`config.mk`:
```
export PLATFORM = sky130hd
export DESIGN_NAME = sys_control_coproc_regs
export DESIGN_NICKNAME = d
export VERILOG_FILES = /design/src/include/scc_pkg.sv /design/src/sys_control_coproc_regs.sv
export SDC_FILE = /design/constraint.sdc
export NUM_CORES = 1
export LEC_CHECK = 0
export BUFFER_PORTS_ARGS = -buffer_cell sky130_fd_sc_hd__buf_4
export CORE_MARGIN = 2
export CORE_UTILIZATION = 38
export DETAILED_ROUTE_END_ITERATION = 12
export GPL_TIMING_DRIVEN = 0
export SYNTH_ARGS = -nofsm -noshare
export SYNTH_HDL_FRONTEND = slang
export SYNTH_SLANG_ARGS = --single-unit
```
`constraint.sdc`:
```
create_clock -name core_clk -period 1.7 [get_ports core_clk]
set_input_delay 0.085 -clock core_clk [delete_from_list [all_inputs] [get_ports core_clk]]
set_output_delay 0.085 -clock core_clk [all_outputs]
set_load 0.005 [all_outputs]
```
`src/include/scc_pkg.sv`:
```
package scc_pkg;
	// Coprocessor register numbers
	localparam logic [3:0] REG_IDENT = 4'h0;
	localparam logic [3:0] REG_CONTROL = 4'h1;
	localparam logic [3:0] REG_TABLE_BASE = 4'h2;
	localparam logic [3:0] REG_DOMAIN = 4'h3;
	localparam logic [3:0] REG_FAULT_STATUS = 4'h5;
	localparam logic [3:0] REG_FAULT_ADDRESS = 4'h6;
	localparam logic [3:0] REG_CACHE_OPS = 4'h7;
	localparam logic [3:0] REG_XLAT_OPS = 4'h8;
	localparam logic [3:0] REG_PROCESS_ID = 4'hD;
	// Secondary selectors
	localparam logic [2:0] OP2_ZERO = 3'h0;
	localparam logic [2:0] OP2_ONE = 3'h1;
	localparam logic [3:0] SEC_FIELD_SEVEN = 4'h7;
	// Identification value; arbitrary, low nibble is the revision
	localparam logic [31:0] IDENT_VALUE = 32'h5A5C0011;
	// Control register field positions
	localparam int CTL_XLAT = 0;
	localparam int CTL_ALIGN = 1;
	localparam int CTL_CACHE = 2;
	localparam int CTL_WBUF = 3;
	localparam int CTL_BIGEND = 7;
	localparam int CTL_SYSPROT = 8;
	localparam int CTL_ROMPROT = 9;
	localparam int CTL_HIVEC = 13;
	localparam logic [31:0] CTL_WRITABLE_MASK = 32'h0000238F;
	localparam logic [31:0] CTL_ONES = 32'h00000070;
	localparam logic [31:0] CTL_RESET = 32'h00000000;
	// Field positions and resets
	localparam int TBASE_LSB = 14;
	localparam int CSID_LSB = 25;
	localparam logic [6:0] CSID_RESET = 7'h00;
	localparam logic [8:0] FSTAT_MASK = 9'h0FF;
	localparam logic [31:0] WORD_RESET = 32'h00000000;
	// Coprocessor transfer request
	typedef struct packed {
		logic valid;
		logic write;
		logic privileged;
		logic [3:0] regNum;
		logic [3:0] secField;
		logic [2:0] op2;
		logic [31:0] data;
	} scc_xfer_s;
	// Data fault report from the translation unit
	typedef struct packed {
		logic valid;
		logic prefetch;
		logic [3:0] domain;
		logic [3:0] status;
		logic [31:0] address;
	} scc_fault_s;
endpackage

```
`src/sys_control_coproc_regs.sv`:
```
// Function
// - Identification read returns fixed value, revision in low nibble; writes ignored.
// - Reset clears every writable control bit.
// - Control bits 0-3 enable translation, alignment, cache, write buffer.
// - Control bits 4-6 read one; writes discarded.
// - Control bit 7 selects big-endian when set.
// - Bits 8 and 9 stored and presented to translation unit.
// - Bit 13 selects high exception vectors.
// - Control bits 12:10, 31:14 read any value; software writes zero.
// - Translation enable takes effect after pipeline fetches, like delayed branch.
// - Table base stores bits 31:14; low bits unpredictable on read.
// - Domain access register fully read/write, sixteen 2-bit fields.
// - Fault status returns low nine bits, bit 8 reads zero.
// - Fault status holds domain in 7:4, fault status code in 3:0.
// - Fault registers update on data faults only, never prefetch faults.
// - Software writes load fault status and address directly.
// - Fault address captures relocated virtual address.
// - Register 7 op2 0 field 7 write invalidates whole cache.
// - Register 8 op2 0 field 7 write invalidates unlocked buffer entries.
// - Register 8 op2 1 field 7 write invalidates entry at given address.
// - Register 13 op2 0 holds context identifier bits 31:25, reset zero.
// - Register 13 op2 1 holds trace identifier; writes notify trace unit.
// - Addresses with top seven bits zero get the context identifier substituted.
// - Only privileged transfers are honoured; others raise undefined trap.
module sys_control_coproc_regs (
	input wire logic core_clk, // Processor clock
	input wire logic rst_b, // Synchronous reset, active low
	input scc_pkg::scc_xfer_s xfer, // Coprocessor transfer request
	input scc_pkg::scc_fault_s fault, // Fault report
	input wire logic [31:0] coreAddr, // Unrelocated core virtual address
	input wire logic fetchBoundary, // Pipeline drained, new control may apply
	output logic [31:0] readData, // Read result
	output logic readValid, // Read result valid
	output logic undefTrap, // Undefined-instruction trap request
	output logic [31:0] relocAddr, // Relocated address to cache and translation
	output logic xlatEnable, // Effective translation enable
	output logic alignCheck, // Alignment checking enable
	output logic cacheEnable, // Cache enable
	output logic wbufEnable, // Write buffer enable
	output logic bigEndian, // Byte order select
	output logic sysProtect, // System protection
	output logic romProtect, // Read-only protection
	output logic highVectors, // Vector placement
	output logic [31:0] tableBase, // First-level table pointer
	output logic [31:0] domainAccess, // Domain permission fields
	output logic cacheInvalidate, // Whole cache invalidate pulse
	output logic xlatInvalidateAll, // Unlocked entries invalidate pulse
	output logic xlatInvalidateOne, // Single entry invalidate pulse
	output logic [31:0] xlatInvalidateAddr, // Address for single invalidate
	output logic traceIdentifierWritten, // Trace identifier write notify
	output logic [31:0] traceIdentifier // Trace process identifier
);
	import scc_pkg::*;

	logic [31:0] control;
	logic [31:14] tbase;
	logic [8:0] faultStatus;
	logic [31:0] faultAddress;
	logic [6:0] contextId;
	logic wrOk;
	logic rdOk;
	logic sel0;
	logic [31:0] next_readData;

	// Honoured only when privileged; op2 and field qualify some registers
	assign wrOk = xfer.valid && xfer.privileged && xfer.write;
	assign rdOk = xfer.valid && xfer.privileged && !xfer.write;
	assign sel0 = (xfer.op2 == OP2_ZERO);

	// Unprivileged transfer traps
	always_ff @(posedge core_clk) begin
		if (!rst_b) begin
			undefTrap <= 1'b0;
		end else begin
			undefTrap <= xfer.valid && !xfer.privileged;
		end
	end

	// Control register; bits 4-6 and reserved bits never stored
	always_ff @(posedge core_clk) begin
		if (!rst_b) begin
			control <= CTL_RESET;
		end else if (wrOk && xfer.regNum == REG_CONTROL) begin
			control <= xfer.data & CTL_WRITABLE_MASK;
		end
	end

	// Control outputs; translation enable waits for pipeline boundary
	always_ff @(posedge core_clk) begin
		if (!rst_b) begin
			xlatEnable <= 1'b0;
			alignCheck <= 1'b0;
			cacheEnable <= 1'b0;
			wbufEnable <= 1'b0;
			bigEndian <= 1'b0;
			sysProtect <= 1'b0;
			romProtect <= 1'b0;
			highVectors <= 1'b0;
		end else begin
			// Already-fetched instructions keep the old translation state
			if (fetchBoundary) begin
				xlatEnable <= control[CTL_XLAT];
			end
			alignCheck <= control[CTL_ALIGN];
			// Cache and buffer only meaningful with translation on, software's job
			cacheEnable <= control[CTL_CACHE];
			wbufEnable <= control[CTL_WBUF];
			bigEndian <= control[CTL_BIGEND];
			sysProtect <= control[CTL_SYSPROT];
			romProtect <= control[CTL_ROMPROT];
			highVectors <= control[CTL_HIVEC];
		end
	end

	// Table base and domain registers
	always_ff @(posedge core_clk) begin
		if (!rst_b) begin
			tbase <= '0;
			domainAccess <= WORD_RESET;
		end else if (wrOk) begin
			if (xfer.regNum == REG_TABLE_BASE) begin
				tbase <= xfer.data[31:TBASE_LSB];
			end
			if (xfer.regNum == REG_DOMAIN) begin
				domainAccess <= xfer.data;
			end
		end
	end

	// Table pointer to translation unit, low bits zero
	always_ff @(posedge core_clk) begin
		if (!rst_b) begin
			tableBase <= WORD_RESET;
		end else begin
			tableBase <= {tbase, 14'h0000};
		end
	end

	// Fault status: software write wins over a simultaneous fault for restore
	always_ff @(posedge core_clk) begin
		if (!rst_b) begin
			faultStatus <= '0;
			faultAddress <= WORD_RESET;
		end else begin
			if (wrOk && xfer.regNum == REG_FAULT_STATUS) begin
				faultStatus <= xfer.data[8:0] & FSTAT_MASK;
			end else if (fault.valid && !fault.prefetch) begin
				faultStatus <= {1'b0, fault.domain, fault.status};
			end
			if (wrOk && xfer.regNum == REG_FAULT_ADDRESS) begin
				faultAddress <= xfer.data;
			end else if (fault.valid && !fault.prefetch) begin
				faultAddress <= fault.address;
			end
		end
	end

	// Context identifier, relocation input
	always_ff @(posedge core_clk) begin
		if (!rst_b) begin
			contextId <= CSID_RESET;
		end else if (wrOk && xfer.regNum == REG_PROCESS_ID && sel0) begin
			contextId <= xfer.data[31:CSID_LSB];
		end
	end

	// Low 32MB relocation; fault address arrives already relocated
	always_ff @(posedge core_clk) begin
		if (!rst_b) begin
			relocAddr <= WORD_RESET;
		end else if (coreAddr[31:CSID_LSB] == 7'h00) begin
			relocAddr <= {contextId, coreAddr[CSID_LSB-1:0]};
		end else begin
			relocAddr <= coreAddr;
		end
	end

	// Trace identifier and one-cycle notify after the write
	always_ff @(posedge core_clk) begin
		if (!rst_b) begin
			traceIdentifier <= WORD_RESET;
			traceIdentifierWritten <= 1'b0;
		end else begin
			traceIdentifierWritten <= 1'b0;
			if (wrOk && xfer.regNum == REG_PROCESS_ID && xfer.op2 == OP2_ONE) begin
				traceIdentifier <= xfer.data;
				traceIdentifierWritten <= 1'b1;
			end
		end
	end

	// Cache and translation-buffer operation pulses
	always_ff @(posedge core_clk) begin
		if (!rst_b) begin
			cacheInvalidate <= 1'b0;
			xlatInvalidateAll <= 1'b0;
			xlatInvalidateOne <= 1'b0;
			xlatInvalidateAddr <= WORD_RESET;
		end else begin
			cacheInvalidate <= wrOk && xfer.regNum == REG_CACHE_OPS && sel0
				&& xfer.secField == SEC_FIELD_SEVEN;
			xlatInvalidateAll <= wrOk && xfer.regNum == REG_XLAT_OPS && sel0
				&& xfer.secField == SEC_FIELD_SEVEN;
			xlatInvalidateOne <= wrOk && xfer.regNum == REG_XLAT_OPS && xfer.op2 == OP2_ONE
				&& xfer.secField == SEC_FIELD_SEVEN;
			if (wrOk && xfer.regNum == REG_XLAT_OPS && xfer.op2 == OP2_ONE) begin
				xlatInvalidateAddr <= xfer.data;
			end
		end
	end

	// Read multiplexer; unpredictable fields returned as zero
	always_comb begin
		next_readData = WORD_RESET;
		case (xfer.regNum)
			REG_IDENT: next_readData = IDENT_VALUE;
			REG_CONTROL: next_readData = control | CTL_ONES;
			REG_TABLE_BASE: next_readData = {tbase, 14'h0000};
			REG_DOMAIN: next_readData = domainAccess;
			REG_FAULT_STATUS: next_readData = {23'h000000, faultStatus};
			REG_FAULT_ADDRESS: next_readData = faultAddress;
			REG_PROCESS_ID: next_readData = sel0 ? {contextId, 25'h0000000} : traceIdentifier;
			default: next_readData = WORD_RESET;
		endcase
	end

	// Registered read answer, one cycle after the request
	always_ff @(posedge core_clk) begin
		if (!rst_b) begin
			readData <= WORD_RESET;
			readValid <= 1'b0;
		end else begin
			readValid <= rdOk;
			if (rdOk) begin
				readData <= next_readData;
			end
		end
	end

	// Read answers; unpredictable bits come back as zero by choice
	ctl_ones_a: assert property (@(posedge core_clk) disable iff (!rst_b)
		rdOk && xfer.regNum == REG_CONTROL |=> readData[6:4] == 3'h7)
		else $error("control ones bits not read as one");

	ctl_read_a: assert property (@(posedge core_clk) disable iff (!rst_b)
		rdOk && xfer.regNum == REG_CONTROL |=> readData == ($past(control) | CTL_ONES))
		else $error("control read value wrong");

	ctl_reserved_a: assert property (@(posedge core_clk) disable iff (!rst_b)
		rdOk && xfer.regNum == REG_CONTROL |=> readData[12:10] == 3'h0 && readData[31:14] == 18'h00000)
		else $error("control reserved bits not zero");

	ident_read_a: assert property (@(posedge core_clk) disable iff (!rst_b)
		rdOk && xfer.regNum == REG_IDENT |=> readData == IDENT_VALUE)
		else $error("identification value wrong");

	tbase_read_a: assert property (@(posedge core_clk) disable iff (!rst_b)
		rdOk && xfer.regNum == REG_TABLE_BASE |=> readData[13:0] == 14'h0000)
		else $error("table base low bits not zero");

	fs_bit8_a: assert property (@(posedge core_clk) disable iff (!rst_b)
		rdOk && xfer.regNum == REG_FAULT_STATUS |=> readData[8] == 1'b0)
		else $error("fault status bit 8 not zero");

	fs_upper_a: assert property (@(posedge core_clk) disable iff (!rst_b)
		rdOk && xfer.regNum == REG_FAULT_STATUS |=> readData[31:9] == 23'h000000)
		else $error("fault status upper bits not zero");

	read_answer_a: assert property (@(posedge core_clk) disable iff (!rst_b)
		rdOk |=> readValid && !undefTrap)
		else $error("privileged read not answered");

	// Control outputs follow the stored word one cycle later
	ctl_write_a: assert property (@(posedge core_clk) disable iff (!rst_b)
		wrOk && xfer.regNum == REG_CONTROL |=> control == ($past(xfer.data) & CTL_WRITABLE_MASK))
		else $error("control write not stored");

	align_follow_a: assert property (@(posedge core_clk) disable iff (!rst_b)
		$past(rst_b) |-> alignCheck == $past(control[CTL_ALIGN]))
		else $error("alignment enable not following control");

	cache_follow_a: assert property (@(posedge core_clk) disable iff (!rst_b)
		$past(rst_b) |-> cacheEnable == $past(control[CTL_CACHE]) && wbufEnable == $past(control[CTL_WBUF]))
		else $error("cache or buffer enable not following control");

	endian_follow_a: assert property (@(posedge core_clk) disable iff (!rst_b)
		$past(rst_b) |-> bigEndian == $past(control[CTL_BIGEND]))
		else $error("byte order not following control");

	prot_follow_a: assert property (@(posedge core_clk) disable iff (!rst_b)
		$past(rst_b) |-> sysProtect == $past(control[CTL_SYSPROT]) && romProtect == $past(control[CTL_ROMPROT]))
		else $error("protection bits not following control");

	hivec_follow_a: assert property (@(posedge core_clk) disable iff (!rst_b)
		$past(rst_b) |-> highVectors == $past(control[CTL_HIVEC]))
		else $error("vector placement not following control");

	// Translation enable only moves at a pipeline boundary
	xlat_hold_a: assert property (@(posedge core_clk) disable iff (!rst_b)
		$past(rst_b) && !$past(fetchBoundary) |-> $stable(xlatEnable))
		else $error("translation enable moved inside pipeline");

	xlat_apply_a: assert property (@(posedge core_clk) disable iff (!rst_b)
		$past(rst_b) && $past(fetchBoundary) |-> xlatEnable == $past(control[CTL_XLAT]))
		else $error("translation enable not applied at boundary");

	// Domain and context identifier writes
	domain_write_a: assert property (@(posedge core_clk) disable iff (!rst_b)
		wrOk && xfer.regNum == REG_DOMAIN |=> domainAccess == $past(xfer.data))
		else $error("domain write not stored");

	ctx_write_a: assert property (@(posedge core_clk) disable iff (!rst_b)
		wrOk && xfer.regNum == REG_PROCESS_ID && sel0 |=> contextId == $past(xfer.data[31:25]))
		else $error("context identifier write not stored");

	// Fault registers: data faults and software restore only
	prefetch_keep_a: assert property (@(posedge core_clk) disable iff (!rst_b)
		fault.valid && fault.prefetch && !wrOk |=> $stable(faultAddress) && $stable(faultStatus))
		else $error("prefetch fault changed fault registers");

	data_fault_a: assert property (@(posedge core_clk) disable iff (!rst_b)
		fault.valid && !fault.prefetch && !wrOk |=> faultAddress == $past(fault.address))
		else $error("data fault address not captured");

	fs_capture_a: assert property (@(posedge core_clk) disable iff (!rst_b)
		fault.valid && !fault.prefetch && !wrOk |=> faultStatus == {1'b0, $past(fault.domain), $past(fault.status)})
		else $error("fault status not captured");

	fs_write_a: assert property (@(posedge core_clk) disable iff (!rst_b)
		wrOk && xfer.regNum == REG_FAULT_STATUS |=> faultStatus == ($past(xfer.data[8:0]) & FSTAT_MASK))
		else $error("fault status restore failed");

	fa_write_a: assert property (@(posedge core_clk) disable iff (!rst_b)
		wrOk && xfer.regNum == REG_FAULT_ADDRESS |=> faultAddress == $past(xfer.data))
		else $error("fault address restore failed");

	// Trace identifier notify
	trace_pulse_a: assert property (@(posedge core_clk) disable iff (!rst_b)
		traceIdentifierWritten |=> !traceIdentifierWritten)
		else $error("trace notify longer than one cycle");

	trace_write_a: assert property (@(posedge core_clk) disable iff (!rst_b)
		wrOk && xfer.regNum == REG_PROCESS_ID && xfer.op2 == OP2_ONE |=> traceIdentifierWritten && traceIdentifier == $past(xfer.data))
		else $error("trace write not notified");

	// Privilege and relocation
	unpriv_trap_a: assert property (@(posedge core_clk) disable iff (!rst_b)
		xfer.valid && !xfer.privileged |=> undefTrap && !readValid && $stable(control))
		else $error("unprivileged transfer not trapped");

	reloc_a: assert property (@(posedge core_clk) disable iff (!rst_b)
		coreAddr[31:25] == 7'h00 |=> relocAddr[31:25] == $past(contextId))
		else $error("low address not relocated");

	reloc_high_a: assert property (@(posedge core_clk) disable iff (!rst_b)
		coreAddr[31:25] != 7'h00 |=> relocAddr == $past(coreAddr))
		else $error("high address was relocated");

	// Maintenance pulses come only from their own selectors
	cache_inv_a: assert property (@(posedge core_clk) disable iff (!rst_b)
		cacheInvalidate |-> $past(wrOk) && $past(xfer.regNum) == REG_CACHE_OPS)
		else $error("spurious cache invalidate");

	xlat_all_a: assert property (@(posedge core_clk) disable iff (!rst_b)
		xlatInvalidateAll |-> $past(wrOk) && $past(xfer.regNum) == REG_XLAT_OPS && $past(xfer.op2) == OP2_ZERO)
		else $error("spurious buffer invalidate");

	xlat_one_a: assert property (@(posedge core_clk) disable iff (!rst_b)
		wrOk && xfer.regNum == REG_XLAT_OPS && xfer.op2 == OP2_ONE && xfer.secField == SEC_FIELD_SEVEN
		|=> xlatInvalidateOne && xlatInvalidateAddr == $past(xfer.data))
		else $error("single entry invalidate missing");

	// Main scenarios reached
	cover_trace_c: cover property (@(posedge core_clk) traceIdentifierWritten);
	cover_fault_c: cover property (@(posedge core_clk) fault.valid && !fault.prefetch);
	cover_xlat_c: cover property (@(posedge core_clk) $rose(xlatEnable));
	cover_trap_c: cover property (@(posedge core_clk) undefTrap);
endmodule

```
* Word-level counts from Yosys, hierarchy flattened
Cells that the tools add are included.
** Cells by class
- Eq/ne operators :: 10
- Mux-type cells :: 8
- Reductions and logical operators :: 29
** Operator list (number)
- one-hot mux 32 bit (7 select lines) :: 1
- 2-to-1 mux 32 bit :: 4
- logical AND 1 bit :: 19
- equality test 4 x 3 -> 1 bit, second input constant :: 4
- 2-to-1 mux 8 bit :: 2
- equality test 4 x 2 -> 1 bit, second input constant :: 2
- equality test 4 bit, second input constant :: 2
- logical NOT 7 bit :: 1
- equality test 4 x 1 -> 1 bit, second input constant :: 1
- logical NOT 4 bit :: 1
- AND reduction 2 bit :: 2
- nonzero test 2 bit :: 2
- equality test 3 x 1 -> 1 bit, second input constant :: 1
- logical NOT 1 bit :: 3
- logical NOT 3 bit :: 1
- 2-to-1 mux 1 bit :: 1
** Storage, ports and cells
- Register bits after elaboration :: 279
- Input bits :: 123
- Logic and storage cells :: 73

* Depth between registers and ports, before layout
Gate-level depths: netlist of the first run.
- Depth in word-level cells :: 5
- Gate-level depth with buffers :: 8
- Mapped depth without buffers :: 5

* Least setup slack after synthesis of the first run
OpenSTA, ideal clock, no wires.
- Path type :: input to register
- Start point :: in xfer[40] (netlist name)
- End point :: reg readData[13]
- Arrival :: 1.163 ns
- Path slack :: 0.420 ns
- Stages :: 6
- Buffers on the path :: 2
- Cells stage by stage :: buf_6 clkbuf_1 mux2i_1 nor2_1 a221o_1 a22o_1
** Between the ends
- Cells in the longest elaborated chain, start to end :: 2
** RTL lines
- from (decl) :: RTL line sys_control_coproc_regs.sv:28 : input scc_pkg::scc_xfer_s xfer,
- equality test 4 bit (tied with other cells) :: RTL line sys_control_coproc_regs.sv:215 : case (xfer.regNum)
- one-hot mux 32 bit (7 select lines) * :: RTL line sys_control_coproc_regs.sv:215
- to (signal assigned) :: RTL line sys_control_coproc_regs.sv:235 : readData <= next_readData;
- to (decl) :: RTL line sys_control_coproc_regs.sv:32 : output logic [31:0] readData,
Mark *: on every way between the ends. The rest lies on a longest branch, timed or not.
A chain may end at the register's enable or synchronous reset.

* Worst setup path after layout of the first run
- Start point :: in xfer[41] (netlist name)
- End point :: reg xlatInvalidateAddr[18]
** Between the ends
- Cells in the longest elaborated chain, start to end :: 3
** RTL lines
- equality test 4 bit :: RTL line sys_control_coproc_regs.sv:206 : if (wrOk && xfer.regNum == REG_XLAT_OPS && xfer.op2 == OP2_ONE) begin
- logical AND 1 bit (2 in series) :: RTL line sys_control_coproc_regs.sv:206
- to (signal assigned) :: RTL line sys_control_coproc_regs.sv:207 : xlatInvalidateAddr <= xfer.data;
- to (decl) :: RTL line sys_control_coproc_regs.sv:49 : output logic [31:0] xlatInvalidateAddr,
Every way passes these cells.

==> results of run 1 <==
==> sequential cells by signal, indices dropped and copies added, names as in the netlist, 18 cells and up <==
| register | flops |
|---|---|
| traceIdentifier | 32 |
| tbase | 18 |
| tableBase | 18 |
| domainAccess | 32 |
| relocAddr | 32 |
| xlatInvalidateAddr | 32 |
| readData | 32 |
| faultAddress | 32 |
==> power by group <==
group          switching, mW  total (mW)  leakage (nW)  internal, mW
Combinational          0.597        1.27          4.40         0.675
Sequential            0.0458        6.36          2.15          6.31
Clock                   2.48        6.01         0.437          3.53
Total                   3.12        13.6          6.98          10.5
==> logic make-up (layout without fill, tap and decap cells) <==
| family | after synthesis | after routing | synth area share [%] |
|---|---|---|---|
| buffers and inverters | 106 | 579 | 6.05 |
| DFF | 265 | 265 | 49.3 |
| AOI/OAI and AO/OA | 260 | 260 | 19.3 |
| other | 1 | 15 | 0.0349 |
| and+or+nand+nor | 433 | 433 | 18.8 |
| muxes | 70 | 70 | 6.51 |
==> layout make-up <==
class | instances | area [sq um] | area share, %
repair buffers | 423 | 3450 | 22.1
plain buffers | 102 | 638 | 4.08
diodes | 1 | 2.50 | 0.0160
flip-flops and latches | 265 | 5310 | 33.9
multi-input cells | 777 | 4850 | 31.0
inverters | 4 | 15.0 | 0.0961
clock buffers | 47 | 853 | 5.46
well taps | 378 | 473 | 3.03
clock inverters | 3 | 40.0 | 0.256
==> path summary, 6_finish.rpt <==
path | startpoint | endpoint | slack (ns) | cells after the start
worst min register to register | xlatInvalidateAddr[16]$_SDFFE_PN0P_ | xlatInvalidateAddr[16]$_SDFFE_PN0P_ | 0.45 | 2
worst min-delay path | xfer[44] | readValid$_SDFF_PN0_ | 0.05 | 3
worst max-delay path | xfer[41] | xlatInvalidateAddr[18]$_SDFFE_PN0P_ | 0.09 | 8
worst max register to register | tbase[30]$_SDFFE_PN0P_ | readData[30]$_SDFFE_PN0P_ | 0.46 | 5
==> metrics by stage <==
stage	instance area, sq um	setup slack (ns)	hold slack, ns
3_5_place_dp	13600	-0.333	0.266
5_1_grt	15600	0.00523	0.0384
4_1_cts	15600	0.0907	0.0229
6_report	15600	0.0947	0.0464
2_1_floorplan	10800	0.420	0.157
3_3_place_gp	13600	-0.349	0.260
==> layer usage <==
metal | share of wire, % | vias to the layer above | track usage, %
met2 | 48 | 401 | 46.4
li1 | - | 4784 | -
met3 | 8.6 | 30 | 5.33
met4 | 1.2 | 0 | 5.33
met5 | 0 | - | 0
met1 | 42 | 4749 | 34.9
==> tightest hold or removal path, stage by stage <==
cell,delay (ns)
buf_4,0.08
nor2_1,0.14
and2_1,0.22
==> cells in the final DEF, fill, tap and decap left out, drive strengths merged, types with 16 or more instances in the layout <==
master and count:
clkbuf 83, nor2b 28, o211a 40, a22o 29, dfxtp 265, dlygate4sd3 110, mux2i 70, a21boi 114
nor2 16, and2 59, buf 379, nand2 301
==> timing repair <==
action,4_1_cts,5_1_grt
endpoints found under the hold margin,207,0
hold buffers,110,0
gates resized for setup,0,1
setup endpoints to repair,0,1
==> implementation parameters, run 1 <==
Parameter                              Value

Status
  Result of the run    finished clean

Timing
  Worst max-slew margin expressed relative to the limit    40.0%
  Tcrit/Tclk final    94.4%
  Tightest Pin Transition    0.900 ns
  Clock skew    0.00924 ns
  Maximum clock rate    0.623 GHz
  Final setup viols    0
  RSZ-0062 raised after global routing    no
  Post-layout min period    1.61 ns
  Final number of max-transition violations    0
  Number of failing hold endpoints at the final stage    0
  Sum of negative setup slack    0 ns

Synth
  Post-synthesis sequential element count    265
  Summed instance area of the synthesized netlist    0.0108 sq mm
  Most numerous cell types in the synthesized netlist    300 x nand2_1, 265 x dfxtp_1, 86 x a21boi_1
  Count of cell types in the netlist    52
  Mean cell area of the mapped netlist    9.48 sq um
  Synth area leaders    dfxtp_1 49%, nand2_1 10%, mux2i_1 6.5%
  Gate count after technology mapping    1135
  Dominant synthesized flop cell    dfxtp_1
  Share of the synthesized area in the top cell type    49.3%
  Sequential share of the synthesized area    49.3%
  Number of synthesized flops with an enable pin    0
  Number of warnings printed during yosys synthesis    0
  Library cell with the highest instance count after synthesis    nand2_1
  Area leader, netlist    dfxtp_1
  Share of flip-flops with an asynchronous set or reset    0%

Global route
  Via count of the first global-routing pass    9439
  Antenna violations before repair    1
  Aggregate global routing overflow    0
  Maximum number of pins on one net before global-route repair    14
  Global-route usage over all layers    26.9%
  First-pass GRT wire length    58800 microns

Drt
  Total length of routed wires    41200 microns
  Initial DRC Count    628
  Via total after detailed routing    9964
  DRC Markers    0
  Final antenna-violating net count    0
  Detailed-router iteration count before antenna repair    6
  Average wire per standard cell    20.6 microns
  Average via count per standard cell    4.98

Placement
  Placed Cells incl. Taps    1839
  PortBufs    313
  HPWL reported at the end of detailed placement    29500 microns
  Weighted congestion at the end of routability-driven global placement    0.841

Critical path
  Required time of the critical path    2.17 ns
  Bufs and invs on worst path    3
  Endpoint kind of the worst setup timing path    register
  Cell type of the slowest stage on the worst timing path    dlygate4sd3_1
  Critical path's top delay family    buffers and inverters
  Crit path largest cell delay    0.59 ns
  Critical Path Start Type    primary input
  Setup Crit Path Kind    in2reg
  CP Max Fanout    10
  Cell chain of the critical path    buf_4 > dlygate4sd3_1 > nor2_4 > nand3b_1 > nor2_2 > buf_2 > nand2_1 > a21boi_1
  Arrival time of data at the critical path endpoint    2.08 ns

Final layout
  Final core utilization    56.1%
  Finished Layout Cells    2000
  Fillers    2523
  Fraction of layout instances using a drive strength above 1    26.8%
  Layout Nets    1725
  Area growth from synthesis to final layout    45.3%

CTS
  Post-CTS setup buffer count    0
  Max clock buf depth    3
  CTS root buf    clkbuf_16
  Clock slew seen by the registers of the worst setup and hold paths    0.06 ns
  Clock network latency to the later pin of the worst-skew pair    0.54 ns
  H-tree depth    1
  TritonCTS clock tree    built
  Clock buffers created by TritonCTS    29
  Total clock sinks    265

Floorplan
  Number of primary I/O pins    329
  Core footprint    0.0279 sq mm
  Horizontal extent of the die    172 microns
  Total Die Area    0.0297 sq mm
  Starting density of the core    38.6%
  Floorplan die height    172 microns
  Number of placement rows    61

Hold path
  Min-Delay Path Class    in2reg

Pwr
  Static leakage    6.98 nW
  Power density relative to cell area    873 mW/mm^2
  Total power    13.6 mW
  Maximum ir drop on the vdd rail    0.743 mV

Flow run
  Number of max-capacitance violations reported    0
(Power assumes the default switching activity.)
==> run 2, diff against run 1 <==
--- a/config.mk
+++ b/config.mk
@@ -9,7 +9,6 @@
 export CORE_MARGIN = 2
 export CORE_UTILIZATION = 38
 export DETAILED_ROUTE_END_ITERATION = 12
-export GPL_TIMING_DRIVEN = 0
 export SYNTH_ARGS = -nofsm -noshare
 export SYNTH_HDL_FRONTEND = slang
 export SYNTH_SLANG_ARGS = --single-unit
==> constraint.sdc (replaced) <==
create_clock -name core_clk -period 1.4 [get_ports core_clk]
set_input_delay 0.07 -clock core_clk [delete_from_list [all_inputs] [get_ports core_clk]]
set_output_delay 0.07 -clock core_clk [all_outputs]
set_load 0.005 [all_outputs]
==> run 2 against run 1 <==
Compared with the run above:
- core utilization increased by 1.3 points
- register-to-register slack got worse by 0.27 ns
- setup slack got worse by 0.033 ns
- sequential share of layout area decreased by 0.78 points
- flip-flop and latch count unchanged
- clock power increased by 24%
- critical path depth decreased by 1
- wire length decreased by 10%
- largest cell class unchanged
- largest power group unchanged
- highest routed layer unchanged
==> implementation parameters, run 2 (same netlist as run 1, synthesis figures left out) <==
Parameter                              Value

Critical path
  Arrival time of data at the critical path endpoint    1.82 ns (-0.26 ns)
  Count of cells along the worst register-to-register path    5 (unchanged)
  Required time of the critical path    1.88 ns (-0.29 ns)
  Critical Path Start Type    primary input
  Crit-path most repeated cell    buf_4
  Cell type of the slowest stage on the worst timing path    dlygate4sd3_1
  Endpoint kind of the worst setup timing path    register
  Cell chain of the critical path    dlygate4sd3_1 > buf_4 > or4_4 > nor4_4 > buf_4 > a21oi_1 > nor2b_1
  Setup Crit Path Kind    in2reg
  Slack of the worst reg-to-reg path    0.19 ns (-0.27 ns)
  Crit path largest cell delay    0.53 ns (-0.06 ns)
  CP Max Fanout    6 (-4)

Pwr
  Power density relative to cell area    1040 mW/mm^2 (+20%)
  Internal Power    12.9 mW (+23%)
  Maximum ir drop on the vdd rail    0.794 mV (+7.0%)
  Static leakage    7.13 nW (+2.1%)
  Portion of total power attributed to sequential cells    46.2% (-0.4 points)
  Switching fraction of total power    22.5% (-0.33 points)
  Total power    16.7 mW (+22%)
  Part of the total power dissipated in combinational logic    9.1% (-0.2 points)
  Net switching power of the design    3.77 mW (+21%)
  Clock network fraction of total power    44.7% (+0.6 points)

Global route
  Aggregate global routing overflow    0 (unchanged)
  Global-route usage over all layers    24.0% (-2.8 points)
  Maximum number of pins on one net before global-route repair    120 (+106)
  Via count of the first global-routing pass    9427 (-0.13%)
  First-pass GRT wire length    54700 microns (-7.0%)
  Antenna violations before repair    0 (-1)

Floorplan
  Total Die Area    0.0297 sq mm (unchanged)
  Number of primary I/O pins    329 (unchanged)
  Floorplan die height    172 microns (unchanged)
  Core footprint    0.0279 sq mm (unchanged)
  Horizontal extent of the die    172 microns (unchanged)
  Number of placement rows    61 (unchanged)
  Starting density of the core    38.6% (unchanged)

Placement
  Weighted congestion at the end of routability-driven global placement    0.800 (-4.9%)
  Placement Cell Area    0.0139 sq mm (+2.0%)
  Placed Cells incl. Taps    1807 (-1.7%)
  PortBufs    314 (+0.32%)
  HPWL reported at the end of detailed placement    25000 microns (-15%)

Timing
  Tcrit/Tclk final    95.6%
  Final setup viols    0 (unchanged)
  Final number of max-transition violations    0 (unchanged)
  Maximum clock rate    0.747 GHz
  Tightest Pin Transition    1.01 ns (+0.110 ns)
  Final hold slack    0.0398 ns (-0.00663 ns)
  Worst max-slew margin expressed relative to the limit    32.5% (-7.5 points)
  Post-layout min period    1.34 ns
  Clock skew    0.00739 ns (-0.00184 ns)
  Number of failing hold endpoints at the final stage    0 (unchanged)
  RSZ-0062 raised after global routing    no

Final layout
  Finished Layout Cells    1971 (-1.5%)
  Final core utilization    57.4% (+1.3 points)
  Post-route cell area    0.0160 sq mm (+2.4%)
  Fraction of layout instances using a drive strength above 1    28.4% (+1.7 points)
  Multi-input logic area    0.00490 sq mm (+1.0%)
  Layout Nets    1697 (-1.6%)
  Most common library cell in the layout ignoring fill and taps    buf_4
  Sequential cell area    0.00531 sq mm (unchanged)
  Area growth from synthesis to final layout    48.7%
  Fillers    2448 (-3.0%)
  Antenna cells    0 (-1)
  Leading cell types in the layout, fill and taps excluded    354 x buf_4, 299 x nand2_1, 265 x dfxtp_1

CTS
  Max clock buf depth    3 (unchanged)
  CTS root buf    clkbuf_16
  H-tree depth    1 (unchanged)
  Clock buffers created by TritonCTS    30 (+3.4%)
  Clock slew seen by the registers of the worst setup and hold paths    0.06 ns (about the same)
  Clock network latency to the later pin of the worst-skew pair    0.55 ns (about the same)
  TritonCTS clock tree    built
  Total clock sinks    265 (unchanged)

Drt
  DRC Markers    0 (unchanged)
  Average wire per standard cell    18.7 microns (-9.1%)
  Via total after detailed routing    9708 (-2.6%)
  Total length of routed wires    36900 microns (-10%)
  Average via count per standard cell    4.93 (-1.1%)
  Initial DRC Count    503 (-20%)
  Final antenna-violating net count    0 (unchanged)
  Detailed-router iteration count before antenna repair    5 (-1)

Status
  Result of the run    finished clean

Flow run
  Number of max-capacitance violations reported    0 (unchanged)

Hold path
  Min-Delay Path Class    in2reg
  Number of instances on the worst hold path    4 (+1)
## run 2: cell types whose count changed in the layout (fill, tap and decap cells not counted), moves of 14 or more
cell,change
buf_4,+15
buf_12,+26
buf_6,-14
buf_2,-24
clkbuf_1,-41
## run 2: timing repair
item / 4_1_cts / 5_1_grt
setup endpoints to repair: 0 / 37
setup buffers: 0 / 1
endpoints found under the hold margin: 207 / 0
hold buffers: 114 / 0
resized for setup: 0 / 5
## run 2: per-stage QoR
stage	TNS (ns)	setup slack [ns]
6_report	0	0.0616
5_1_grt	0	0.00731
4_1_cts	0	0.0173
3_5_place_dp	-18.41	-0.256
3_3_place_gp	-15.57	-0.280
2_1_floorplan	0	0.135
## run 2: final cells by class
cell class / instances / share of cell area [%]
clock inverter: 6 / 0.227
timing repair buffer: 496 / 27.3
multi-input combinational: 777 / 30.6
tap: 378 / 2.96
sequential: 265 / 33.2
clock buffer: 45 / 5.68
inverter: 4 / 0.0939
## run 2: path summary, 6_finish.rpt
check	start	end
max	coreAddr[30]	relocAddr[30]$_SDFF_PN0_
min	xfer[40]	xlatInvalidateAll$_SDFF_PN0_
max reg2reg	faultStatus[6]$_SDFFE_PN0P_	readData[6]$_SDFFE_PN0P_
min reg2reg	xlatInvalidateAddr[17]$_SDFFE_PN0P_	xlatInvalidateAddr[17]$_SDFFE_PN0P_
## run 2: power groups by stage
| stage | combinational, mW | sequential [mW] | clock, mW |
|---|---|---|---|
| CTS | 1.51 | 7.72 | 7.66 |
| finish | 1.52 | 7.72 | 7.47 |
| floorplan | 0.587 | 7.88 | 0 |
| global placement | 1.25 | 7.88 | 0 |
| global route | 1.64 | 7.73 | 7.99 |
| detailed placement | 1.25 | 7.88 | 0 |
## run 2: worst max-delay path, delay by kind of cell
family                 cells  cell delay [ns]
AO/OA/AOI/OAI              1             0.07
buffers and inverters      3             0.85
AND/OR/NAND/NOR            3             0.83
## run 2: per-layer routing
metal	routed length [microns]	GRT usage [%]	vias up
li1	-	-	4733
met1	16000	30.9	4605
met2	17400	40.7	319
met3	2510	4.88	51
met4	965	7.05	0
met5	0	0	-
==> run 3, diff against run 2 <==
--- a/config.mk
+++ b/config.mk
@@ -5,10 +5,13 @@
 export SDC_FILE = /design/constraint.sdc
 export NUM_CORES = 1
 export LEC_CHECK = 0
+export ABC_AREA = 1
 export BUFFER_PORTS_ARGS = -buffer_cell sky130_fd_sc_hd__buf_4
 export CORE_MARGIN = 2
 export CORE_UTILIZATION = 38
 export DETAILED_ROUTE_END_ITERATION = 12
+export GPL_TIMING_DRIVEN = 1
+export SLEW_MARGIN = 20
 export SYNTH_ARGS = -nofsm -noshare
 export SYNTH_HDL_FRONTEND = slang
 export SYNTH_SLANG_ARGS = --single-unit
==> run 3 against run 2 <==
Compared with the run above:
- cell count rose by 18%
- flip-flop and latch count did not move
- synthesized area fell by 0.21%
- worst hold slack got worse by 0.036 ns
- register-to-register slack got worse by 0.03 ns
- critical endpoint is now relocAddr[25]$_SDFF_PN0_
- largest cell class unchanged
==> implementation parameters, run 3 <==
Parameter                              Value

Floorplan
  Number of primary I/O pins    329 (unchanged)
  Total Die Area    0.0296 sq mm (-0.20%)
  Horizontal extent of the die    172 microns (-0.10%)
  Number of placement rows    61 (unchanged)
  Core footprint    0.0278 sq mm (-0.27%)
  Floorplan die height    172 microns (-0.10%)
  Starting density of the core    38.6% (about the same)

Timing
  Maximum clock rate    0.729 GHz (-2.4%)
  Tcrit/Tclk final    97.9% (+2.3 points)
  Final setup viols    0 (unchanged)
  Slack of the critical path    0.0289 ns (-0.0327 ns)
  RSZ-0062 raised after global routing    yes
  Clock skew    0.0168 ns (+0.00938 ns)
  Post-layout min period    1.37 ns (+0.0327 ns)
  Final number of max-transition violations    0 (unchanged)
  Final hold slack    0.00340 ns (-0.0364 ns)
  Number of failing hold endpoints at the final stage    0 (unchanged)

Synth
  Share of flip-flops with an asynchronous set or reset    0% (unchanged)
  Post-synthesis sequential element count    265 (unchanged)
  Sequential share of the synthesized area    49.4% (+0.10 points)
  Share of the synthesized area in the top cell type    49.4% (+0.10 points)
  Most numerous cell types in the synthesized netlist    289 x nand2_1, 265 x dfxtp_1, 233 x nor2_1
  Library cell with the highest instance count after synthesis    nand2_1
  Synth area leaders    dfxtp_1 49%, nand2_1 10%, o21ai_0 9.2%
  Count of cell types in the netlist    30 (-42%)
  Dominant synthesized flop cell    dfxtp_1
  Number of synthesized flops with an enable pin    0 (unchanged)
  Gate count after technology mapping    1481 (+30%)
  Number of warnings printed during yosys synthesis    0 (unchanged)
  Summed instance area of the synthesized netlist    0.0107 sq mm (-0.21%)
  Area leader, netlist    dfxtp_1
  Mean cell area of the mapped netlist    7.25 sq um (-24%)

Critical path
  CP Max Fanout    7 (+1)
  Arrival time of data at the critical path endpoint    1.86 ns (+0.04 ns)
  Setup Crit Path Kind    in2reg
  Critical Path Start Type    primary input
  Endpoint kind of the worst setup timing path    register
  Required time of the critical path    1.89 ns (about the same)

CTS
  Clock buffers created by TritonCTS    30 (unchanged)
  H-tree depth    1 (unchanged)
  Clock network latency to the later pin of the worst-skew pair    0.56 ns (about the same)
  CTS root buf    clkbuf_16
  TritonCTS clock tree    built
  Clock slew seen by the registers of the worst setup and hold paths    0.06 ns (about the same)
  Max clock buf depth    3 (unchanged)
  Total clock sinks    265 (unchanged)

Hold path
  Min-Delay Path Class    in2reg

Drt
  Final antenna-violating net count    0 (unchanged)
  Total length of routed wires    40100 microns (+8.7%)
  DRC Markers    0 (unchanged)
  Average wire per standard cell    17.3 microns (-7.6%)
  Initial DRC Count    1030 (+100%)
  Average via count per standard cell    4.94 (+0.25%)
  Detailed-router iteration count before antenna repair    6 (+1)
  Via total after detailed routing    11400 (+18%)

Pwr
  Switching fraction of total power    23.4% (+0.87 points)
  Internal Power    13.0 mW (+0.19%)
  Part of the total power dissipated in combinational logic    9.9% (+0.8 points)
  Maximum ir drop on the vdd rail    0.919 mV (+16%)
  Net switching power of the design    3.96 mW (+5.2%)
  Clock network fraction of total power    44.4% (-0.3 points)
  Static leakage    7.74 nW (+8.6%)
  Power density relative to cell area    1050 mW/mm^2 (+0.35%)
  Portion of total power attributed to sequential cells    45.7% (-0.5 points)

Placement
  Placed Cells incl. Taps    2144 (+19%)
  Pre-CTS worst setup slack    -0.0754 ns (+0.181 ns)
  Placement Cell Area    0.0138 sq mm (-0.42%)
  HPWL reported at the end of detailed placement    27900 microns (+11%)
  Weighted congestion at the end of routability-driven global placement    0.885 (+11%)
  PortBufs    314 (unchanged)

Final layout
  Leading cell types in the layout, fill and taps excluded    357 x buf_4, 287 x nand2_1, 265 x dfxtp_1
  Fraction of layout instances using a drive strength above 1    23.9% (-4.5 points)
  Most common library cell in the layout ignoring fill and taps    buf_4
  Finished Layout Cells    2318 (+18%)
  Post-route cell area    0.0162 sq mm (+0.97%)
  Final core utilization    58.1% (+0.72 points)
  Layout Nets    2045 (+21%)
  Area growth from synthesis to final layout    50.5%

Global route
  Antenna violations before repair    3 (+3)
  Maximum number of pins on one net before global-route repair    102 (-15%)
  Via count of the first global-routing pass    10600 (+13%)
  Aggregate global routing overflow    0 (unchanged)
  First-pass GRT wire length    59800 microns (+9.4%)
  Global-route usage over all layers    25.9% (+1.9 points)

Flow run
  Number of max-capacitance violations reported    0 (unchanged)

Status
  Result of the run    finished clean
-- run 3: what timing repair did --
action	4_1_cts	5_1_grt
buffers inserted	0	2
gates resized for setup	0	25
hold buffers	120	0
endpoints found under the setup margin	0	91
endpoints found under the hold margin	211	0
-- run 3: routing by layer --
layer	global-route usage [%]	up-vias	routed length, microns
met5	0	-	0
met1	35.8	5277	17500
met4	7.23	0	956
li1	-	5624	-
met2	40.0	483	17800
met3	6.82	62	3790
-- run 3: area by class of cell --
type                       count  area, sq um
sequential                   265         5310
clock inverter                 4         45.0
fill                        2654        11600
inverter                     112          425
multi-input combinational   1006         4570
antenna                        2         5.00
clock buffer                  44          885
tap                          378          473
timing repair buffer         507         4440
-- run 3: power groups by stage --
stage	Clock (mW)	Combinational, mW	Sequential [mW]
final	7.52	1.68	7.73
after global routing	7.95	1.82	7.74
after CTS	7.64	1.61	7.73
after detailed placement	0	1.34	7.89
after global placement	0	1.33	7.89
after floorplan	0	0.584	7.89
-- run 3: final timing paths --
kind                            slack [ns]                 startpoint                           end  cells past startpoint
worst max-delay path                  0.03               coreAddr[26]      relocAddr[25]$_SDFF_PN0_                      7
worst min-delay path                 0.003                      rst_b  xlatInvalidateAll$_SDFF_PN0_                      5
worst max register to register        0.16  contextId[0]$_SDFFE_PN0P_      relocAddr[25]$_SDFF_PN0_                      3
worst min register to register        0.44     tbase[30]$_SDFFE_PN0P_      tableBase[30]$_SDFF_PN0_                      2
-- run 3: through the flow --
stage,power (mW),setup TNS (ns)
after floorplan,8.47,0
after global placement,9.21,-0.645
after detailed placement,9.23,-1.64
after CTS,17.0,0
after global routing,17.5,-0.0963
final,16.9,0
-- run 3: worst max-delay path: stages --
cell           delay (ns)
dlygate4sd3_1        0.54
buf_4                0.14
nor3_1               0.17
buf_4                0.17
a31oi_1              0.09
dlygate4sd3_1        0.58
nor2_1               0.09
-- run 3: cell families (layout without fill, tap and decap cells) --
logic type,count (synthesis),count (layout),share of synthesized area [%]
AOI/OAI and AO/OA,321,321,15.2
other,1,16,0.0349
and+or+nand+nor,671,671,26.1
DFF,265,265,49.4
buffers and inverters,223,667,9.25
